### src/rtl/clkgen_consts.svh
// constants for the clock generator configuration block
`ifndef CLKGEN_CONSTS_SVH
`define CLKGEN_CONSTS_SVH

// ----------------------------------------------------------------------
// register offsets (byte offsets in the configuration block)
// ----------------------------------------------------------------------
`define CLKGEN_OFS_MAX_MULT     8'h10
`define CLKGEN_OFS_CORE_FREQ    8'h1e
`define CLKGEN_OFS_PLL_POWER    8'h20
`define CLKGEN_OFS_CODEC_CFG    8'h24

// ----------------------------------------------------------------------
// reset values
// ----------------------------------------------------------------------
`define CLKGEN_PLL_POWER_RST    8'h2f
`define CLKGEN_CODEC_CFG_RST    32'he1040005

// ----------------------------------------------------------------------
// field positions
// ----------------------------------------------------------------------
`define CLKGEN_FB_FREQ_LSB      8
`define CLKGEN_PWR_PCI_OFF      5
`define CLKGEN_PWR_ONE_BIT      3
`define CLKGEN_PWR_CODEC_OFF    2
`define CLKGEN_PWR_USB_PLL_OFF  1
`define CLKGEN_PWR_PERIPH_OFF   0
`define CLKGEN_CORE_FREQ_WMASK  16'hcc0f

// ----------------------------------------------------------------------
// strap patterns and multipliers
// ----------------------------------------------------------------------
`define CLKGEN_STRAP_33_X7      4'h0
`define CLKGEN_STRAP_33_X8      4'h4
`define CLKGEN_STRAP_33_X9      4'h8
`define CLKGEN_STRAP_66_X4      4'h6
`define CLKGEN_MULT_MIN         4'h4
`define CLKGEN_MULT_MAX         4'ha

// ----------------------------------------------------------------------
// fast bus frequency codes
// ----------------------------------------------------------------------
`define CLKGEN_FB_33_A          2'h0
`define CLKGEN_FB_RSVD          2'h1
`define CLKGEN_FB_66            2'h2
`define CLKGEN_FB_33_B          2'h3

`endif

### src/rtl/clkgen_pkg.sv
// types for the clock generator configuration block
package clkgen_pkg;
	typedef enum logic [1:0] {
		CLKGEN_REF_FAST33,
		CLKGEN_REF_FAST66
	} clkgen_ref_t;
endpackage : clkgen_pkg

### src/rtl/clkgen_gate.sv
// glitch-free gate for one derived clock enable stream
`timescale 1ns/1ps
`default_nettype none
module clkgen_gate (
	// clock and reset
	input  wire logic core_clk,
	input  wire logic sys_rst,
	// source phase and control
	input  wire logic src_phase,
	input  wire logic stop_req,
	// gated phase
	output var  logic gated_phase
);
	logic run;

	// run changes only while the source phase is low
	always_ff @(posedge core_clk or posedge sys_rst) begin
		if (sys_rst) begin
			run <= 1'b0;
		end else if (!src_phase) begin
			run <= !stop_req;
		end
	end

	assign gated_phase = src_phase & run;
endmodule : clkgen_gate
`default_nettype wire

### src/rtl/clkgen_top.sv
// clock generator configuration: straps, registers and clock phases
// Notes on behaviour
// core multiplier is whole number 4 to 10
// multiplier loaded from straps at reset
// straps also pick multiplier reference clock
// fast bus 33 or 66 by low straps
// strap patterns map to frequency and multiplier
// bits 9:8 mirror the two low straps
// multiplier field bits 3:0 drives core generator
// software writes the multiplier field, not the maximum multiplier
// maximum multiplier captured from straps, read only
// power register resets 2Fh, gates clocks
// bit set stops external PCI clock
// bit set shuts down codec PLL
// bit set disables USB peripheral clock
// software writes reserved one bit as one
// codec config resets E1040005h, holds counters
// codec output is ref times fb over ff*out
// software keeps core control bits 13:12 zero
// USB PLL gives 48 MHz clock
// ACPI multiplier gives 14.32 MHz clock
// PCI PLL 66.67 MHz halved to 33.3
// codec PLL drives 24.576 MHz codec clock
// RTC clock passes straight from 32 kHz
// gates open or close only in low phase
`include "clkgen_consts.svh"
`timescale 1ns/1ps
`default_nettype none
module clkgen_top (
	// clock and reset
	input  wire logic        core_clk,
	input  wire logic        sys_rst,
	// straps
	input  wire logic [3:0]  clock_select_straps,
	// register port
	input  wire logic [7:0]  reg_addr,
	input  wire logic        reg_wr,
	input  wire logic        reg_rd,
	input  wire logic [31:0] reg_wdata,
	output var  logic [31:0] reg_rdata,
	// raw clock phases from the analog generators
	input  wire logic        rtc_xtal_phase,
	input  wire logic        usb_pll_phase,
	input  wire logic        acpi_mult_phase,
	input  wire logic        pci_pll_phase,
	input  wire logic        codec_pll_phase,
	// generator control
	output var  logic [3:0]  core_mult,
	output var  logic        core_ref_fast66,
	output var  logic        fast_bus_66,
	output var  logic        usb_pll_off,
	output var  logic        codec_pll_off,
	output var  logic [31:0] codec_pll_cfg,
	// derived clock phases
	output var  logic        rtc_clock_out,
	output var  logic        usb_clock_out,
	output var  logic        periph_clock_out,
	output var  logic        acpi_clock_out,
	output var  logic        pci_clock_out,
	output var  logic        codec_clock_out
);
	// ------------------------------------------------------------------
	// strap capture
	// ------------------------------------------------------------------
	logic       strap_taken;
	logic [3:0] max_mult;
	logic [1:0] fast_code;
	logic [3:0] next_max_mult;
	clkgen_pkg::clkgen_ref_t ref_sel;
	clkgen_pkg::clkgen_ref_t next_ref_sel;

	// strap table; unlisted patterns fall back to the slowest setting
	always_comb begin
		next_max_mult = 4'h7;
		next_ref_sel  = clkgen_pkg::CLKGEN_REF_FAST33;
		unique case (clock_select_straps)
			`CLKGEN_STRAP_33_X7: next_max_mult = 4'h7;
			`CLKGEN_STRAP_33_X8: next_max_mult = 4'h8;
			`CLKGEN_STRAP_33_X9: next_max_mult = 4'h9;
			`CLKGEN_STRAP_66_X4: begin
				next_max_mult = 4'h4;
				next_ref_sel  = clkgen_pkg::CLKGEN_REF_FAST66;
			end
			default: next_max_mult = 4'h7;
		endcase
	end

	// straps are caught by the first clock after reset release
	always_ff @(posedge core_clk or posedge sys_rst) begin
		if (sys_rst) begin
			strap_taken <= 1'b0;
			max_mult    <= 4'h7;
			fast_code   <= 2'h0;
			ref_sel     <= clkgen_pkg::CLKGEN_REF_FAST33;
		end else if (!strap_taken) begin
			strap_taken <= 1'b1;
			max_mult    <= next_max_mult;
			fast_code   <= clock_select_straps[1:0];
			ref_sel     <= next_ref_sel;
		end
	end

	// ------------------------------------------------------------------
	// registers
	// ------------------------------------------------------------------
	logic [3:0]  mult_field;
	logic [15:0] core_ctl_hi;
	logic [7:0]  pll_power;
	logic [31:0] codec_cfg;
	logic [3:0]  wr_mult;

	wire sel_max   = reg_addr == `CLKGEN_OFS_MAX_MULT;
	wire sel_core  = reg_addr == `CLKGEN_OFS_CORE_FREQ;
	wire sel_power = reg_addr == `CLKGEN_OFS_PLL_POWER;
	wire sel_codec = reg_addr == `CLKGEN_OFS_CODEC_CFG;

	// only the whole-number range 4..10 may reach the generator
	assign wr_mult = reg_wdata[3:0];
	wire mult_ok = (wr_mult >= `CLKGEN_MULT_MIN) &&
		(wr_mult <= `CLKGEN_MULT_MAX);

	always_ff @(posedge core_clk or posedge sys_rst) begin
		if (sys_rst) begin
			mult_field  <= 4'h7;
			core_ctl_hi <= 16'h0000;
			pll_power   <= `CLKGEN_PLL_POWER_RST;
			codec_cfg   <= `CLKGEN_CODEC_CFG_RST;
		end else begin
			if (!strap_taken) begin
				mult_field <= next_max_mult;
			end else if (reg_wr && sel_core && mult_ok) begin
				mult_field <= wr_mult;
			end
			if (reg_wr && sel_core) begin
				core_ctl_hi <= reg_wdata[15:0] &
					`CLKGEN_CORE_FREQ_WMASK & 16'hfcf0;
			end
			if (reg_wr && sel_power) begin
				pll_power <= reg_wdata[7:0];
			end
			if (reg_wr && sel_codec) begin
				codec_cfg <= reg_wdata;
			end
		end
	end

	// ------------------------------------------------------------------
	// read path
	// ------------------------------------------------------------------
	wire [31:0] rd_max   = {28'h0, max_mult};
	wire [31:0] rd_core  = {16'h0, core_ctl_hi[15:10], fast_code,
		core_ctl_hi[7:4], mult_field};
	wire [31:0] rd_power = {24'h0, pll_power};
	wire [31:0] next_rdata = sel_max   ? rd_max :
		sel_core  ? rd_core :
		sel_power ? rd_power :
		sel_codec ? codec_cfg : 32'h0;

	always_ff @(posedge core_clk or posedge sys_rst) begin
		if (sys_rst) begin
			reg_rdata <= 32'h0;
		end else if (reg_rd) begin
			reg_rdata <= next_rdata;
		end
	end

	// ------------------------------------------------------------------
	// generator control outputs
	// ------------------------------------------------------------------
	always_ff @(posedge core_clk or posedge sys_rst) begin
		if (sys_rst) begin
			core_mult       <= 4'h7;
			core_ref_fast66 <= 1'b0;
			fast_bus_66     <= 1'b0;
			usb_pll_off     <= 1'b0;
			codec_pll_off   <= 1'b1;
			codec_pll_cfg   <= `CLKGEN_CODEC_CFG_RST;
		end else begin
			core_mult       <= mult_field;
			core_ref_fast66 <= ref_sel == clkgen_pkg::CLKGEN_REF_FAST66;
			fast_bus_66     <= fast_code == `CLKGEN_FB_66;
			usb_pll_off     <= pll_power[`CLKGEN_PWR_USB_PLL_OFF];
			codec_pll_off   <= pll_power[`CLKGEN_PWR_CODEC_OFF];
			codec_pll_cfg   <= codec_cfg;
		end
	end

	// ------------------------------------------------------------------
	// derived clocks
	// ------------------------------------------------------------------
	logic pci_half;
	logic acpi_div;
	logic acpi_phase_d;
	logic [1:0] acpi_cnt;

	// 66.67 MHz halved; 57.278 MHz quartered to 14.32 MHz
	always_ff @(posedge core_clk or posedge sys_rst) begin
		if (sys_rst) begin
			pci_half     <= 1'b0;
			acpi_phase_d <= 1'b0;
			acpi_cnt     <= 2'h0;
			acpi_div     <= 1'b0;
		end else begin
			pci_half     <= pci_pll_phase ? !pci_half : pci_half;
			acpi_phase_d <= acpi_mult_phase;
			if (acpi_mult_phase && !acpi_phase_d) begin
				acpi_cnt <= acpi_cnt + 2'h1;
				acpi_div <= acpi_cnt[1];
			end
		end
	end

	assign rtc_clock_out  = rtc_xtal_phase;
	assign acpi_clock_out = acpi_div;

	wire [3:0] gate_src  = {pci_half, codec_pll_phase, usb_pll_phase,
		usb_pll_phase};
	wire [3:0] gate_stop = {pll_power[`CLKGEN_PWR_PCI_OFF],
		pll_power[`CLKGEN_PWR_CODEC_OFF],
		pll_power[`CLKGEN_PWR_USB_PLL_OFF] |
		pll_power[`CLKGEN_PWR_PERIPH_OFF],
		pll_power[`CLKGEN_PWR_USB_PLL_OFF] |
		pll_power[`CLKGEN_PWR_PERIPH_OFF]};
	logic [3:0] gate_out;

	genvar gi;
	generate
		for (gi = 0; gi < 4; gi++) begin : g_gate
			clkgen_gate u_gate (
				.core_clk    (core_clk),
				.sys_rst     (sys_rst),
				.src_phase   (gate_src[gi]),
				.stop_req    (gate_stop[gi]),
				.gated_phase (gate_out[gi])
			);
		end
	endgenerate

	assign pci_clock_out    = gate_out[3];
	assign codec_clock_out  = gate_out[2];
	assign usb_clock_out    = gate_out[1];
	assign periph_clock_out = gate_out[0];
endmodule : clkgen_top
`default_nettype wire

### config.mk
export PLATFORM = sky130hd
export DESIGN_NAME = clkgen_top
export DESIGN_NICKNAME = d
export VERILOG_FILES = /design/src/rtl/clkgen_pkg.sv /design/src/rtl/clkgen_gate.sv /design/src/rtl/clkgen_top.sv
export VERILOG_INCLUDE_DIRS = /design/src /design/src/rtl
export SDC_FILE = /design/constraint.sdc
export NUM_CORES = 1
export LEC_CHECK = 0
export BUFFER_PORTS_ARGS = -buffer_cell sky130_fd_sc_hd__buf_2
export CORE_MARGIN = 5
export CORE_UTILIZATION = 53
export DETAILED_ROUTE_END_ITERATION = 10
export PLACE_DENSITY = 0.79
export REMOVE_ABC_BUFFERS = 1
export SYNTH_ARGS = -nofsm -noshare
export SYNTH_HDL_FRONTEND = slang
export SYNTH_SLANG_ARGS = --single-unit
### constraint.sdc
create_clock -name core_clk -period 6.6 [get_ports core_clk]
set_clock_uncertainty 0.05 [all_clocks]
set_input_delay 1.98 -clock core_clk [delete_from_list [all_inputs] [get_ports core_clk]]
set_output_delay 1.98 -clock core_clk [all_outputs]
set_load 0.02 [all_outputs]
==> results of run 1 <==
==> cells in the mapped netlist, types with 2 or more instances <==
cell type,n
a21oi_1,3
a221oi_1,4
a22oi_1,10
a31oi_1,6
and2_1,6
and4b_1,2
buf_2,2
buf_4,4
buf_6,5
clkbuf_1,8
dfrtp_1,107
dfstp_2,29
inv_1,34
mux2_2,8
mux2_4,38
nand2_1,4
nand2b_1,5
nand3_1,20
nand4_1,2
nor2_1,2
nor2b_1,5
nor3_1,3
o211ai_1,2
o21a_1,6
o21ai_0,11
o21ai_1,21
o21bai_1,2
o22ai_1,10
xnor2_1,3
==> routing by layer <==
layer	GRT usage [%]	up-vias	wire, um
met4	7.391	0	119
met1	26.62	1727	5203
li1	-	1581	-
met2	31.07	133	5372
met3	5.882	10	845
met5	0	-	0
==> how the worst max path moves through the flow <==
stage / endpoint / slack, ns / cells after the start
detailed placement: usb_clock_out / 2.15 / 3
global route: periph_clock_out / 2.13 / 3
floorplan: acpi_clock_out / 0.98 / 1
global placement: usb_clock_out / 2.18 / 3
CTS: usb_clock_out / 2.15 / 3
finish: usb_clock_out / 2.15 / 3
==> final cells by class <==
cell class / instances / area, sq um / area share, %
Tap cell: 133 / 166.4 / 2.526
Multi-Input combinational cell: 191 / 1608 / 24.41
Clock inverter: 12 / 152.6 / 2.317
Timing Repair Buffer: 131 / 663.1 / 10.07
Clock buffer: 20 / 425.4 / 6.458
Inverter: 34 / 132.6 / 2.013
Sequential cell: 136 / 3440 / 52.21
==> state kept, by name, indices dropped and copies added, names as in the netlist, 2 cells and up <==
name               flops
codec_pll_cfg         32
pll_power              8
core_ctl_hi            4
fast_code              2
codec_cfg             32
core_mult              4
acpi_cnt               2
max_mult               4
mult_field             4
g_gate.u_gate.run      3
reg_rdata             32
==> kinds of logic after synthesis <==
kind of cell	Yosys count	share of synthesized area, %
DFF	136	64.93
AOI/OAI and AO/OA	79	9.305
other	1	0.07079
buffers and inverters	54	4.889
muxes	46	12.47
and+or+nand+nor	61	7.676
xor gates and xnor gates	4	0.6614
==> power groups by stage <==
| stage | clock (mW) | combinational [mW] | sequential, mW |
|---|---|---|---|
| 3_3_place_gp | 0 | 0.150 | 0.929 |
| 3_5_place_dp | 0 | 0.154 | 0.932 |
| 4_1_cts | 0.931 | 0.156 | 0.918 |
| 5_1_grt | 0.969 | 0.169 | 0.924 |
| 2_1_floorplan | 0 | 0.0708 | 0.944 |
| 6_report | 0.909 | 0.154 | 0.918 |
==> critical path: stages <==
cell	delay [ns]
buf_2	0.11
and2_1	0.17
buf_2	0.16
==> results_dict.tcl, run 1 <==
set metrics [dict create \
    synth_ff_type "dfrtp_1" \
    power_density_nw_per_um2 300.7 \
    antenna_cells 0 \
    synth_cell_types 48 \
    hold_depth 0 \
    chipHeight_um 110.0 \
    hpwl_um 7619 \
    worst_pin_slew_ns 0.9481 \
    synthToLayoutAreaGrowth_pct 24.35 \
    fin_cells 657 \
    worstSkewPairLatency_ns 0.51 \
    wirelength_um 11540 \
    via_per_inst 5.253 \
    r2r_cells 3 \
    fin_nets 564 \
    synth.top_cell.area_share_pct 50.54 \
    clk_root_buffer_cell "clkbuf_8" \
    ys_seq_area_share_pct 64.93 \
    synth-seq-cells 136 \
    min_from "codec_cfg[2]" \
    wl_per_cell_um 17.57 \
    finish.utilization_pct 67.40 \
    die-area_sq_um 12090 \
    cts.sinks 136 \
    drt_iter0_markers 208 \
    dr.pass1.iters 4 \
    drv_cap 0 \
    grt_max_degree 85 \
    p_leak_nw 3.339 \
    seq_power_share_pct 46.3 \
    whs_endpoint "codec_pll_cfg[2]" \
    vias 3451 \
    routabilityCongestion 0.7928 \
    io_pins 131 \
    peakVddDrop_mv 0.1297 \
    globalRouteOverflowTotal 0 \
    path_class "input port to output pin" \
    drive_gt1_share_pct 46.56 \
    netlist_area_sq_um 5298 \
    pwr-share-clk_pct 45.9 \
    synthTopCellsByArea "dfrtp_1 (51%), dfstp_2 (14%), mux2_4 (11%)" \
    grt_usage_pct 19.95 \
    coreArea_sq_um 9774 \
    fp-row-count 36 \
    ys_async_sr_fraction_pct 100.0 \
    final_common_cell "buf_2" \
    dpl_cell_area_sq_um 6010 \
    finalInstanceArea_sq_um 6588 \
    layout_common_cells "buf_2 (128), dfrtp_1 (107), mux2_4 (38)" \
    chipWidth_um 110.0 \
    synth_edf_count 0 \
    antenna_found_initial 0 \
    rr_endpoint "mult_field[3]" \
    hold_path.class "flop to flop" \
    grt_pass1_vias 3538 \
    rr_startpoint "strap_taken" \
    htree_levels 4 \
    pre_cts_ws_ns 2.148 \
    hold_violations 0 \
    start_util_pct 54.20 \
    drc 0 \
    period_needed_ns 4.452 \
    fillers 715 \
    hold_slack_ns 0.3180 \
    dp_cells 625 \
    crit_path_start "usb_pll_phase" \
    clock_path_buffers 2 \
    postSynthAreaPerCell_sq_um 13.90 \
    yosys_warnings 0 \
    p_switching_uw 454.4 \
    max_freq_mhz 224.6 \
    maxSlewViolCount 0 \
    end_kind "output pin" \
    outcome "finished, final reports clean" \
    critical_path_required_ns 4.57 \
    clk_pin_slew_ns 0.06 \
    ant_nets 0 \
    r2r_slack_ns 5.00 \
    portBuffers 128 \
    cts_tree "yes" \
    switching_share_pct 22.94 \
    arrival_ns 2.42 \
    cts_resized 0 \
    slew_headroom_pct 36.67 \
    setup_viol 0 \
    critPathLaunchType "input port" \
    finalCritPeriodShare_pct 67.45 \
    hold_buffers 0 \
    rsz0062_at_grt "no" \
    cts_setup_buffers 0 \
    timing.setup.tns_ns 0 \
    cp_max_fo 3 \
    synth_largest_area_cell "dfrtp_1" \
    setup_ws_ns 2.148 \
    synth_cells 381 \
    p_int_mw 1.527 \
    pwr-share-comb_pct 7.8 \
    total_power_mw 1.981 \
    grt_pass1_wl_um 18050 \
    numCtsBuffers 17 \
]
Note: power is estimated with default switching activity, not from simulation.
==> inputs of run 2 (changes only) <==
clock period = 4.1 ns   (was 6.6 ns; I/O delays follow)
==> run 2 against run 1 <==
Compared with the run above: critical path depth unchanged; die area unchanged; critical path type unchanged; flip-flop and latch count unchanged; clock-buffer cell count increased by 2; highest routed layer unchanged; non-clock buffer count increased by 2; global-route usage increased by 0.28 points; first-iteration DRC count decreased by 14%; core utilization increased by 0.59 points; clock power increased by 67%; worst hold slack improved by 0.0040 ns; largest cell class unchanged.
==> results_dict.tcl, run 2 (same netlist as run 1, synthesis figures left out) <==
set metrics [dict create \
    via_per_inst 5.264 \
    drv_cap 0 \
    die-area_sq_um 12090 \
    path_class "input port to output pin" \
    dp_cells 627 \
    cts.sinks 136 \
    arrival_ns 1.73 \
    pre_cts_ws_ns 0.8940 \
    drive_gt1_share_pct 46.96 \
    worstSkewPairLatency_ns 0.51 \
    total_power_mw 3.256 \
    coreArea_sq_um 9774 \
    hold_slack_ns 0.3220 \
    critPathLaunchType "input port" \
    final_common_cell "buf_2" \
    htree_levels 4 \
    hold_path.class "flop to flop" \
    chipHeight_um 110.0 \
    hpwl_um 7923 \
    fp-row-count 36 \
    worst_pin_slew_ns 0.7420 \
    reg_top3 "codec_cfg: 32 flops, codec_pll_cfg: 32 flops, reg_rdata: 32 flops" \
    max_freq_mhz 332.8 \
    routabilityCongestion 0.8043 \
    globalRouteOverflowTotal 0 \
    r2r_cells 3 \
    clk_root_buffer_cell "clkbuf_8" \
    slew_headroom_pct 50.07 \
    fillers 702 \
    critical_path_required_ns 2.82 \
    max_stage_delay_ns 0.20 \
    cts_setup_buffers 0 \
    setup_viol 0 \
    vias 3469 \
    r2r_slack_ns 2.50 \
    layout_common_cells "buf_2 (128), dfrtp_1 (107), mux2_4 (38)" \
    wl_per_cell_um 17.70 \
    rr_endpoint "mult_field[3]" \
    fin_nets 566 \
    start_util_pct 54.20 \
    period_needed_ns 3.005 \
    rr_startpoint "strap_taken" \
    ant_nets 0 \
    setup_ws_ns 1.095 \
    peakVddDrop_mv 0.2754 \
    critPathMostFrequentCell "buf_2" \
    io_pins 131 \
    fin_cells 659 \
    cp_top_family "buffers and inverters" \
    dr.pass1.iters 4 \
    grt_pass1_wl_um 18400 \
    cp_max_fo 3 \
    cts_tree "yes" \
    end_kind "output pin" \
    wirelength_um 11670 \
    grt_pass1_vias 3576 \
    hold_buffers 0 \
    grt_usage_pct 20.23 \
    cts_resized 0 \
    grt_max_degree 84 \
    finalCritPeriodShare_pct 73.30 \
    crit_path_cell_trace "buf_2 -> and2_1 -> buf_2" \
    rsz0062_at_grt "no" \
    min_from "codec_cfg[30]" \
    whs_endpoint "codec_pll_cfg[30]" \
    slowest_stage "and2_1" \
    numCtsBuffers 17 \
    hold_violations 0 \
    cp_num_buf_inv 2 \
    power_density_nw_per_um2 489.9 \
    hold_depth 0 \
    drt_iter0_markers 179 \
    outcome "finished, final reports clean" \
    antenna_found_initial 0 \
    portBuffers 128 \
    clk_pin_slew_ns 0.06 \
    maxSlewViolCount 0 \
    finish.utilization_pct 67.99 \
    chipWidth_um 110.0 \
    synthToLayoutAreaGrowth_pct 25.44 \
    antenna_cells 0 \
    p_leak_nw 3.374 \
    clock_path_buffers 2 \
    drc 0 \
    crit_path_start "usb_pll_phase" \
]
## run 2: cell types whose count changed in the layout (fill, tap and decap cells not counted)
| cell | delta |
|---|---|
| buf_12 | +1 |
| buf_4 | +1 |
| clkbuf_1 | -1 |
| clkbuf_8 | +3 |
| clkinv_2 | -2 |
| clkinv_4 | +2 |
| clkinvlp_4 | -2 |
## run 2: power breakdown
| group | internal [mW] | switching, mW |
|---|---|---|
| registers | 1.43 | 0.0492 |
| clock network | 0.977 | 0.547 |
| logic | 0.105 | 0.146 |
## run 2: how the worst max path moves through the flow
stage	depth (start not counted)	slack [ns]	endpoint
after floorplan	1	-0.77	acpi_clock_out
after global placement	5	0.94	codec_cfg[23]
after detailed placement	5	0.89	codec_cfg[14]
after CTS	3	1.12	usb_clock_out
after global routing	3	1.08	periph_clock_out
final	3	1.09	usb_clock_out
## run 2: per-layer routing
metal  vias to the layer above  global-route usage [%]  share of wire [%]
li1                       1591                       -                  -
met1                      1739                   27.77                 44
met2                       124                   30.89                 47
met3                        15                   6.115                7.0
met4                         0                   6.768                1.4
met5                         -                       0                  0
## run 2: layout make-up
| type | instances | area, sq um | area share (%) |
|---|---|---|---|
| inverter | 34 | 132.6 | 1.996 |
| clock inverter | 10 | 145.1 | 2.184 |
| multi-input combinational | 191 | 1608 | 24.20 |
| tap | 133 | 166.4 | 2.504 |
| clock buffer | 22 | 462.9 | 6.967 |
| timing repair buffer | 133 | 690.7 | 10.39 |
| sequential | 136 | 3440 | 51.76 |
## run 2: stage by stage
step / setup TNS (ns) / area [sq um]
after floorplan: -82.55 / 5166
after global placement: 0 / 6037
after detailed placement: 0 / 6037
after CTS: 0 / 6645
after global routing: 0 / 6645
final: 0 / 6645
